$ cat config.mk
export PLATFORM = sky130hd
export DESIGN_NAME = swd_dap_access
export DESIGN_NICKNAME = d
export VERILOG_FILES = /design/src/swd_pkg.sv /design/src/swd_bit_sync.sv /design/src/swd_dap_access.sv
export SDC_FILE = /design/constraint.sdc
export NUM_CORES = 1
export LEC_CHECK = 0
export BUFFER_PORTS_ARGS = -buffer_cell sky130_fd_sc_hd__clkbuf_2
export CORE_UTILIZATION = 63
export DETAILED_ROUTE_END_ITERATION = 16
export PLACE_DENSITY = 0.84
export RECOVER_POWER = 50
export SETUP_SLACK_MARGIN = 0.15
export SYNTH_ARGS = -nofsm -noshare
export SYNTH_HDL_FRONTEND = slang
export SYNTH_SLANG_ARGS = --single-unit
$ cat constraint.sdc
create_clock -name clk_i -period 6.3 [get_ports clk_i]
set_input_delay 1.26 -clock clk_i [delete_from_list [all_inputs] [get_ports clk_i]]
set_output_delay 1.26 -clock clk_i [all_outputs]
set_load 0.03 [all_outputs]
$ cat src/swd_pkg.sv
package swd_pkg;

  // Port select values.
  localparam logic PORT_DEBUG = 1'b0;
  localparam logic PORT_ACCESS = 1'b1;

  // Debug-port register addresses.
  localparam logic [1:0] DP_IDENT_ABORT_ADDR = 2'h0;
  localparam logic [1:0] DP_CONTROL_STATUS_ADDR = 2'h1;
  localparam logic [1:0] DP_BANK_SELECT_ADDR = 2'h2;

  // Access-port register addresses.
  localparam logic [1:0] AP_CONTROL_WORD_ADDR = 2'h0;
  localparam logic [1:0] AP_TRANSFER_ADDRESS_ADDR = 2'h1;
  localparam logic [1:0] AP_DATA_WINDOW_ADDR = 2'h3;

  // Acknowledge codes, sent least significant bit first.
  localparam logic [2:0] ACK_OK = 3'h1;
  localparam logic [2:0] ACK_FAULT = 3'h4;

  // Reset values of the stored registers.
  localparam logic [31:0] CONTROL_STATUS_RESET = 32'h0000_0000;
  localparam logic [31:0] BANK_SELECT_RESET = 32'h0000_0000;
  localparam logic [31:0] CONTROL_WORD_RESET = 32'h0000_0000;
  localparam logic [31:0] TRANSFER_ADDRESS_RESET = 32'h0000_0000;

  // Line reset: high clocks needed before the line counts as reset.
  localparam int LINE_RESET_HIGH_CLOCKS = 50;
  localparam logic [5:0] LINE_RESET_COUNT_MAX = 6'h32;

  // Header, data and acknowledge bit counts.
  localparam logic [5:0] HEADER_BITS = 6'h08;
  localparam logic [5:0] DATA_BITS = 6'h20;
  localparam logic [5:0] ACK_BITS = 6'h03;

  // Header field positions, bits in arrival order.
  localparam int HDR_START = 0;
  localparam int HDR_APNDP = 1;
  localparam int HDR_RNW = 2;
  localparam int HDR_A2 = 3;
  localparam int HDR_A3 = 4;
  localparam int HDR_PARITY = 5;
  localparam int HDR_STOP = 6;
  localparam int HDR_PARK = 7;

  typedef enum logic [3:0] {
    ST_RESET = 4'h0,
    ST_IDLE = 4'h1,
    ST_HEADER = 4'h2,
    ST_TURN_TO_TARGET = 4'h3,
    ST_ACK = 4'h4,
    ST_READ_DATA = 4'h5,
    ST_TURN_TO_HOST = 4'h6,
    ST_WRITE_DATA = 4'h7,
    ST_DISCARD = 4'h8
  } link_state_type;

  // Decoded request carried from the header to the data phase.
  typedef struct packed {
    logic port_sel;
    logic read_not_write;
    logic [1:0] addr;
  } request_type;

  // Write strobe toward the memory side of the access port.
  typedef struct packed {
    logic valid;
    logic [31:0] addr;
    logic [31:0] data;
  } mem_write_type;

endpackage : swd_pkg
$ cat src/swd_bit_sync.sv
`timescale 1ns/1ns
// Two-stage synchroniser for the link pins, with edge detection on the
// second stage output only.
module swd_bit_sync (
  // Clock and reset
  input wire logic clk_i,
  input wire logic rst_i,
  // Pins
  input wire logic clk_pin_i,
  input wire logic data_pin_i,
  // Synchronised results
  output logic data_o,
  output logic rise_o,
  output logic fall_o
);
  logic [1:0] clk_meta_reg;
  logic [1:0] data_meta_reg;
  logic clk_prev_reg;

  always_ff @(posedge clk_i) begin
    if (rst_i) begin
      clk_meta_reg <= 2'h0;
      data_meta_reg <= 2'h0;
      clk_prev_reg <= 1'b0;
    end else begin
      clk_meta_reg <= {clk_meta_reg[0], clk_pin_i};
      data_meta_reg <= {data_meta_reg[0], data_pin_i};
      clk_prev_reg <= clk_meta_reg[1];
    end
  end

  assign data_o = data_meta_reg[1];
  assign rise_o = clk_meta_reg[1] & ~clk_prev_reg;
  assign fall_o = ~clk_meta_reg[1] & clk_prev_reg;
endmodule : swd_bit_sync

$ cat src/swd_dap_access.sv
`timescale 1ns/1ns
// Functional notes
// - Only read, write and line reset accepted.
// - Line reset first; needed before any access.
// - Write carries 32 bits; target returns ack.
// - Read returns word, ack and parity.
// - Port select 0 debug port, 1 access.
// - Debug port: ident/abort, control-status, bank select.
// - Access port: control word, address, data window.
module swd_dap_access #(
  parameter logic [31:0] IDENT_VALUE = 32'h1234_5671  // Arbitrary identification value.
) (
  // Clock and reset
  input wire logic clk_i,
  input wire logic rst_i,
  // Link pins
  input wire logic link_clk_i,
  input wire logic link_data_i,
  output logic link_data_o,
  output logic link_data_oe_o,
  // Memory side of the access port, plus status, abort and sync outputs
  input wire logic [31:0] mem_read_data_i,
  output swd_pkg::mem_write_type mem_write_o,
  output logic [31:0] control_status_o,
  output logic abort_pulse_o,
  output logic line_synced_o
);
  import swd_pkg::*;

  logic data_in;
  logic clk_rise;
  logic clk_fall;
  link_state_type state_reg;
  logic [5:0] high_count_reg;
  logic [5:0] bit_count_reg;
  logic [7:0] header_reg;
  request_type req_reg;
  logic [31:0] shift_reg;
  logic parity_reg;
  logic [2:0] ack_reg;
  logic synced_reg;
  logic [31:0] control_status_reg;
  logic [31:0] bank_select_reg;
  logic [31:0] control_word_reg;
  logic [31:0] transfer_address_reg;
  mem_write_type mem_write_reg;
  logic abort_reg;
  logic data_out_reg;
  logic data_oe_reg;
  logic [7:0] hdr_next;
  logic header_ok;

  swd_bit_sync u_sync (
    .clk_i(clk_i),
    .rst_i(rst_i),
    .clk_pin_i(link_clk_i),
    .data_pin_i(link_data_i),
    .data_o(data_in),
    .rise_o(clk_rise),
    .fall_o(clk_fall)
  );

  // Valid header: start 1, stop 0, park 1, even parity over four fields.
  function automatic logic header_valid(input logic [7:0] h);
    header_valid = h[HDR_START] & ~h[HDR_STOP] & h[HDR_PARK]
      & ~(h[HDR_APNDP] ^ h[HDR_RNW] ^ h[HDR_A2] ^ h[HDR_A3] ^ h[HDR_PARITY]);
  endfunction : header_valid

  // Read mux over the debug-port and access-port register sets.
  function automatic logic [31:0] read_word(input request_type r, input logic [31:0] cs,
                                            input logic [31:0] cw, input logic [31:0] ta,
                                            input logic [31:0] md);
    read_word = 32'h0000_0000;
    if (r.port_sel == PORT_DEBUG) begin
      case (r.addr)
        DP_IDENT_ABORT_ADDR: read_word = IDENT_VALUE;
        DP_CONTROL_STATUS_ADDR: read_word = cs;
        default: read_word = 32'h0000_0000;
      endcase
    end else begin
      case (r.addr)
        AP_CONTROL_WORD_ADDR: read_word = cw;
        AP_TRANSFER_ADDRESS_ADDR: read_word = ta;
        AP_DATA_WINDOW_ADDR: read_word = md;
        default: read_word = 32'h0000_0000;
      endcase
    end
  endfunction : read_word

  assign hdr_next = {data_in, header_reg[7:1]};
  assign header_ok = header_valid(hdr_next);

  // Line reset detection on rising link clock edges.
  always_ff @(posedge clk_i) begin
    if (rst_i) begin
      high_count_reg <= 6'h00;
    end else if (clk_rise) begin
      if (!data_in) begin
        high_count_reg <= 6'h00;
      end else if (high_count_reg != LINE_RESET_COUNT_MAX) begin
        high_count_reg <= high_count_reg + 6'h01;
      end
    end
  end

  // Packet engine: host drives on falling edges, target samples on rising.
  always_ff @(posedge clk_i) begin
    if (rst_i) begin
      state_reg <= ST_RESET;
      bit_count_reg <= 6'h00;
      header_reg <= 8'h00;
      req_reg <= '0;
      shift_reg <= 32'h0000_0000;
      parity_reg <= 1'b0;
      ack_reg <= ACK_OK;
      synced_reg <= 1'b0;
    end else if (clk_rise && data_in && high_count_reg == LINE_RESET_COUNT_MAX - 6'h01) begin
      state_reg <= ST_RESET;
      synced_reg <= 1'b1;
    end else if (clk_rise) begin
      case (state_reg)
        ST_RESET: begin
          if (!data_in && synced_reg) begin
            state_reg <= ST_IDLE;
          end
        end
        ST_IDLE: begin
          if (data_in) begin
            header_reg <= {data_in, 7'h00};
            bit_count_reg <= 6'h01;
            state_reg <= ST_HEADER;
          end
        end
        ST_HEADER: begin
          header_reg <= hdr_next;
          bit_count_reg <= bit_count_reg + 6'h01;
          if (bit_count_reg == HEADER_BITS - 6'h01) begin
            bit_count_reg <= 6'h00;
            if (header_ok) begin
              req_reg <= '{port_sel: hdr_next[HDR_APNDP], read_not_write: hdr_next[HDR_RNW],
                           addr: {hdr_next[HDR_A3], hdr_next[HDR_A2]}};
              state_reg <= ST_TURN_TO_TARGET;
            end else begin
              state_reg <= ST_IDLE;
            end
          end
        end
        ST_TURN_TO_TARGET: begin
          ack_reg <= ACK_OK;
          shift_reg <= {29'h0000_0000, ACK_OK};
          state_reg <= ST_ACK;
        end
        ST_ACK: begin
          bit_count_reg <= bit_count_reg + 6'h01;
          if (bit_count_reg == ACK_BITS - 6'h01) begin
            bit_count_reg <= 6'h00;
            if (req_reg.read_not_write) begin
              shift_reg <= read_word(req_reg, control_status_reg, control_word_reg,
                                     transfer_address_reg, mem_read_data_i);
              state_reg <= ST_READ_DATA;
            end else begin
              state_reg <= ST_TURN_TO_HOST;
            end
          end
        end
        ST_READ_DATA: begin
          bit_count_reg <= bit_count_reg + 6'h01;
          if (bit_count_reg == DATA_BITS) begin
            bit_count_reg <= 6'h00;
            state_reg <= ST_TURN_TO_HOST;
          end
        end
        ST_TURN_TO_HOST: begin
          bit_count_reg <= 6'h00;
          parity_reg <= 1'b0;
          state_reg <= req_reg.read_not_write ? ST_IDLE : ST_WRITE_DATA;
        end
        ST_WRITE_DATA: begin
          bit_count_reg <= bit_count_reg + 6'h01;
          if (bit_count_reg == DATA_BITS) begin
            bit_count_reg <= 6'h00;
            state_reg <= ST_IDLE;
          end else begin
            shift_reg <= {data_in, shift_reg[31:1]};
            parity_reg <= parity_reg ^ data_in;
          end
        end
        default: state_reg <= ST_DISCARD == state_reg ? ST_IDLE : ST_RESET;
      endcase
    end
  end

  // Register writes land after the data parity bit checks out.
  always_ff @(posedge clk_i) begin
    if (rst_i) begin
      control_status_reg <= CONTROL_STATUS_RESET;
      bank_select_reg <= BANK_SELECT_RESET;
      control_word_reg <= CONTROL_WORD_RESET;
      transfer_address_reg <= TRANSFER_ADDRESS_RESET;
      mem_write_reg <= '0;
      abort_reg <= 1'b0;
    end else begin
      mem_write_reg.valid <= 1'b0;
      abort_reg <= 1'b0;
      if (clk_rise && state_reg == ST_WRITE_DATA && bit_count_reg == DATA_BITS
          && (parity_reg == data_in)) begin
        if (req_reg.port_sel == PORT_DEBUG) begin
          case (req_reg.addr)
            DP_IDENT_ABORT_ADDR: abort_reg <= 1'b1;
            DP_CONTROL_STATUS_ADDR: control_status_reg <= shift_reg;
            DP_BANK_SELECT_ADDR: bank_select_reg <= shift_reg;
            default: abort_reg <= 1'b0;
          endcase
        end else begin
          case (req_reg.addr)
            AP_CONTROL_WORD_ADDR: control_word_reg <= shift_reg;
            AP_TRANSFER_ADDRESS_ADDR: transfer_address_reg <= shift_reg;
            AP_DATA_WINDOW_ADDR: mem_write_reg <= '{valid: 1'b1, addr: transfer_address_reg,
                                                    data: shift_reg};
            default: abort_reg <= 1'b0;
          endcase
        end
      end
    end
  end

  // Target drives the line on falling edges during acknowledge and read data.
  always_ff @(posedge clk_i) begin
    if (rst_i) begin
      data_out_reg <= 1'b0;
      data_oe_reg <= 1'b0;
    end else if (clk_fall) begin
      case (state_reg)
        ST_ACK: begin
          data_oe_reg <= 1'b1;
          data_out_reg <= ack_reg[bit_count_reg[1:0]];
        end
        ST_READ_DATA: begin
          data_oe_reg <= 1'b1;
          if (bit_count_reg == DATA_BITS) begin
            data_out_reg <= ^shift_reg;
          end else begin
            data_out_reg <= shift_reg[bit_count_reg[4:0]];
          end
        end
        default: begin
          data_oe_reg <= 1'b0;
          data_out_reg <= 1'b0;
        end
      endcase
    end
  end

  assign link_data_o = data_out_reg;
  assign link_data_oe_o = data_oe_reg;
  assign mem_write_o = mem_write_reg;
  assign control_status_o = control_status_reg;
  assign abort_pulse_o = abort_reg;
  assign line_synced_o = synced_reg;
endmodule : swd_dap_access

# Word-level counts from Yosys, hierarchy flattened

Cells that the tools add are included.

Register bits after elaboration: 231
Input bits: 36
Output and inout bits: 101
Logic and storage cells: 136

Add/subtract/negate cells: 2
$lt $le $gt $ge: 2
Equal/unequal tests: 25
Multiplexer cells: 38
Bitwise operators: 17
Reductions and logical operators: 30

Operators by type and width:

| cell                | number |
|---|---|
| $pmux 32 s3         | 2 |
| $mux 32             | 4 |
| $mux 65             | 1 |
| $pmux 32 s2         | 1 |
| $mux 6              | 6 |
| $pmux 4 s8          | 1 |
| $reduce_xor 32->1   | 1 |
| $pmux 6 s5          | 1 |
| $mux 4              | 6 |
| $eq 4x3->1 const B  | 4 |
| $pmux 8 s2          | 1 |
| $ne 2x2->1 const B  | 7 |
| $add 6x1->6 const B | 2 |
| $eq 6x6->1 const B  | 2 |
| $reduce_and 3->1    | 4 |
| $reduce_and 4->1    | 3 |
| $eq 4x2->1 const B  | 2 |
| $mux 8              | 1 |
| $mux 1              | 7 |
| $not 1->1           | 7 |
| $reduce_and 7->1    | 1 |
| $eq 6x2->1 const B  | 1 |
| $eq 6x3->1 const B  | 1 |
| $logic_and 1x1->1   | 6 |
| other kinds (27)    | 42 |

# Depth between registers and ports, before layout

Word-level depth: 9
Depth in mapped cells: 12

# Modules after synthesis

From an unflattened synthesis, not the netlist that was laid out.

Cell total of the unflattened synthesis: 1278
Area total of the unflattened synthesis: 10482.6 µm²

By module, submodules not included:

| module         | instances | cells an instance | area an instance (µm²) |
|---|---|---|---|
| swd_dap_access | 1         | 1266              | 10338.7 |
| swd_bit_sync   | 1         | 12                | 143.9 |

# Least setup slack after synthesis

Ideal clock, no wire load.

Path type: input to register
Start point: in rst_i
End point: reg mem_write_reg, in the netlist mem_write_o[23]
Arrival: 2.255 ns
Setup slack: 3.901 ns
Cell stages on the path: 4
Path buffers: 3
Cell sequence: clkbuf_1 clkbuf_1 clkbuf_1 a21oi_1

RTL lines:

| item                   | line                  | text |
|---|---|---|
| start: declaration     | swd_dap_access.sv:15  | `input wire logic rst_i,` |
| end signal: assignment | swd_dap_access.sv:218 | `AP_DATA_WINDOW_ADDR: mem_write_reg <= '{valid: 1'b1, addr: transfer_address_reg,` |
| end: declaration       | swd_dap_access.sv:46  | `mem_write_type mem_write_reg;` |

No word-level cell between the ends.

# Worst setup path after layout

Start point: in rst_i
End point: reg state_reg[0]

Word-level cells in the longest chain between the ends: 1

RTL lines:

| item                             | line                  | text |
|---|---|---|
| $reduce_or 2->1 (no source line) | n/a                   |  |
| end signal: assignment           | swd_dap_access.sv:176 | `state_reg <= req_reg.read_not_write ? ST_IDLE : ST_WRITE_DATA;` |
| end signal: assignment           | swd_dap_access.sv:188 | `default: state_reg <= ST_DISCARD == state_reg ? ST_IDLE : ST_RESET;` |
| end: declaration                 | swd_dap_access.sv:33  | `link_state_type state_reg;` |

No other way between the ends.
A chain may end at the register's enable or synchronous reset.

==> impl_metrics.py <==
metrics = {
    "run_status": {
        "status": "finished, violations left",
        "violations": "capacitance limit, slew limit",
    },
    "sta": {
        "fmax_mhz": 215.5,
        "setup_tns_ns": 0,
        "clock-skew-final_ns": 0.01071,
        "relSlewSlack_pct": -159.3,
        "hold_viol": 0,
        "finalSetupViolations": 0,
        "slew_violations": 164,
        "fin_crit_ns": 4.641,
        "hold-worst-slack_ns": 0.4500,
        "fin_crit_sh_pct": 73.67,
        "rsz0062_at_grt": "false",
        "worst_pin_slew_ns": 3.889,
    },
    "grt": {
        "met3_usage_pct": 4.844,
        "grt_util_met1_pct": 45.21,
        "track_usage_pct": 32.59,
        "grt_pass1_vias": 8933,
        "grt_util_met2_pct": 51.62,
        "busiest_layer": "met2",
        "grt-ovfl-total": 0,
        "grt_max_degree": 87,
        "antenna_found_initial": 0,
        "grt_pass1_wl_um": 46220,
    },
    "worst_setup_path": {
        "r2r_cells": 8,
        "crit_path_max_incr_delay_ns": 2.78,
        "cp_slowest_cell": "clkbuf_1",
        "crit_path_start_kind": "input port",
        "crit_start": "rst_i",
        "r2r-start": "state_reg[0]",
        "critPathCaptureType": "register",
        "required_ns": 6.49,
        "arrival_ns": 4.83,
        "worst-setup-path-type": "in -> reg",
        "cp-endpoint": "state_reg[0]",
        "r2r_slack_ns": 1.79,
        "crit_chain": "buf_6 > clkbuf_1 > a2111oi_0",
        "worstReg2RegEnd": "mem_write_o[62]",
        "cp_max_fo": 86,
    },
    "layout": {
        "final_core_util_pct": 70.67,
        "n_fill_cell": 1435,
        "diodes": 0,
        "multiInputGateArea_um2": 5343,
        "fin_nets": 1419,
        "largest_reg_flops": 65,
        "seq_area_um2": 4587,
        "drive_gt1_share_pct": 8.686,
        "fin_cells": 1613,
        "syn2layout_area_growth_pct": 9.838,
    },
    "route": {
        "drt_iter0_markers": 918,
        "wl_per_cell_um": 17.89,
        "wl_um": 28860,
        "postRouteAntennaNets": 0,
        "via_per_inst": 6.049,
        "dr.pass1.iters": 5,
        "post-route-drc-count": 0,
        "vias": 9757,
    },
    "clocking": {
        "clkTransAtPathRegs_ns": 0.06,
        "post_cts_resized": 0,
        "tritoncts": "yes",
        "cts.htree.levels": 1,
        "cts_hold_buf": 0,
        "cts_buffers": 24,
        "clk-insertion-delay-late_ns": 0.52,
        "clockBufferDepth": 3,
        "root_buffer": "clkbuf_16",
        "clock-sinks": 229,
        "postCtsSetupBuffers": 0,
    },
    "yosys": {
        "synth_edf_count": 0,
        "synth_nets": 1388,
        "syn_area_per_cell_um2": 7.927,
        "synthDistinctLibCells": 64,
        "async_reset_ff_share_pct": 0,
        "yosys_warnings": 0,
        "synth_common_cells": "321 x nand2_1, 229 x dfxtp_1, 192 x a21oi_1, 100 x clkbuf_1, 83 x nor2_1",
        "synth_area_leaders": "dfxtp_1 43%, nand2_1 11%, a21oi_1 9.0%",
        "synth_seq_cells": 229,
        "yosysSeqAreaShare_pct": 42.96,
        "yosys.area.top_type_share_pct": 42.96,
        "netlist_instances": 1346,
        "yosysTopAreaCell": "dfxtp_1",
        "syn-cell-area_um2": 10670,
        "synth_flop_cell": "dfxtp_1",
        "yosys.cell_count.top_type": "nand2_1",
    },
    "pwr": {
        "irDropWorstVdd_mv": 0.2042,
        "p_leak_nw": 3.607,
        "power.density_nw_per_um2": 245.9,
    },
    "die": {
        "io_pins": 137,
        "die_x_um": 132.1,
        "core_area_um2": 16580,
        "fp.dieH_um": 132.1,
        "row_count": 47,
        "initial_core_util_pct": 64.34,
        "die_area_um2": 17460,
    },
    "job": {
        "drv_cap": 3,
    },
    "hold_path": {
        "hp-class": "reg -> reg",
    },
    "place": {
        "hpwl_um": 17550,
        "portBuffers": 136,
        "gp_congestion": 0.9071,
        "place_inst": 1571,
    },
}
==> layer usage <==
layer	wire length (um)	up-vias	part of all wire [%]
met1	12260	4580	42
met4	809	0	2.8
met3	2606	67	9.0
li1	-	4627	-
met5	0	-	0
met2	13180	483	46
==> how the worst min path moves through the flow <==
stage                           start                     end  depth (start not counted)
2_1_floorplan  u_sync.clk_meta_reg[0]  u_sync.clk_meta_reg[1]                          1
3_3_place_gp   u_sync.clk_meta_reg[0]  u_sync.clk_meta_reg[1]                          1
3_5_place_dp     control_word_reg[20]    control_word_reg[20]                          2
4_1_cts          control_word_reg[20]    control_word_reg[20]                          2
5_1_grt          control_word_reg[23]    control_word_reg[23]                          2
6_report          control_word_reg[0]     control_word_reg[0]                          2
==> report_power, final <==
group / leakage (nW) / total, mW / switching, mW / internal [mW]
combinational: 1.38 / 0.0453 / 0.0330 / 0.0123
sequential: 1.85 / 1.45 / 0.00162 / 1.45
clock: 0.382 / 1.39 / 0.563 / 0.823
==> worst max-delay path: cells and delay by family <==
kind | cells | cell delay, ns
buffers and inverters | 2 | 3.26
AO/OA/AOI/OAI | 1 | 0.27
==> area by class of cell <==
| cell class | count | share of cell area [%] |
|---|---|---|
| multi-input cells | 950 | 45.59 |
| inverters | 21 | 0.6726 |
| flip-flops and latches | 229 | 39.14 |
| repair buffers | 151 | 5.680 |
| clock buffers | 37 | 6.149 |
| well taps | 220 | 2.349 |
| clock inverters | 5 | 0.4270 |
==> cells in the final DEF (no fill, tap or decap), types with 31 or more instances in the layout <==
master,Yosys,routed
clkbuf_1,100,110
nand3_1,47,47
clkbuf_2,1,34
nand2_1,321,321
a21oi_1,192,192
dfxtp_1,229,227
a211oi_1,46,46
nor2_1,83,82
xnor2_1,31,31
mux2i_1,41,41
==> cells by family (layout without fill, tap and decap cells) <==
family	after synthesis	after routing	share of synthesized area, %
mux	49	49	5.324
xor+xnor	40	40	3.412
compound gates	353	353	20.56
fa+ha+maj	6	6	0.7035
simple gates	502	502	20.02
buf+inv	167	214	7.024
flops	229	229	42.96
==> through the flow <==
step	power (mW)	cell area [um^2]	setup WS (ns)
global route	2.964	11720	1.421
detailed placement	1.528	11100	2.915
floorplan	1.509	10670	3.901
CTS	2.893	11870	2.876
global placement	1.528	11100	3.030
finish	2.882	11720	1.659
No activity file was read; power rests on OpenSTA's default activity.
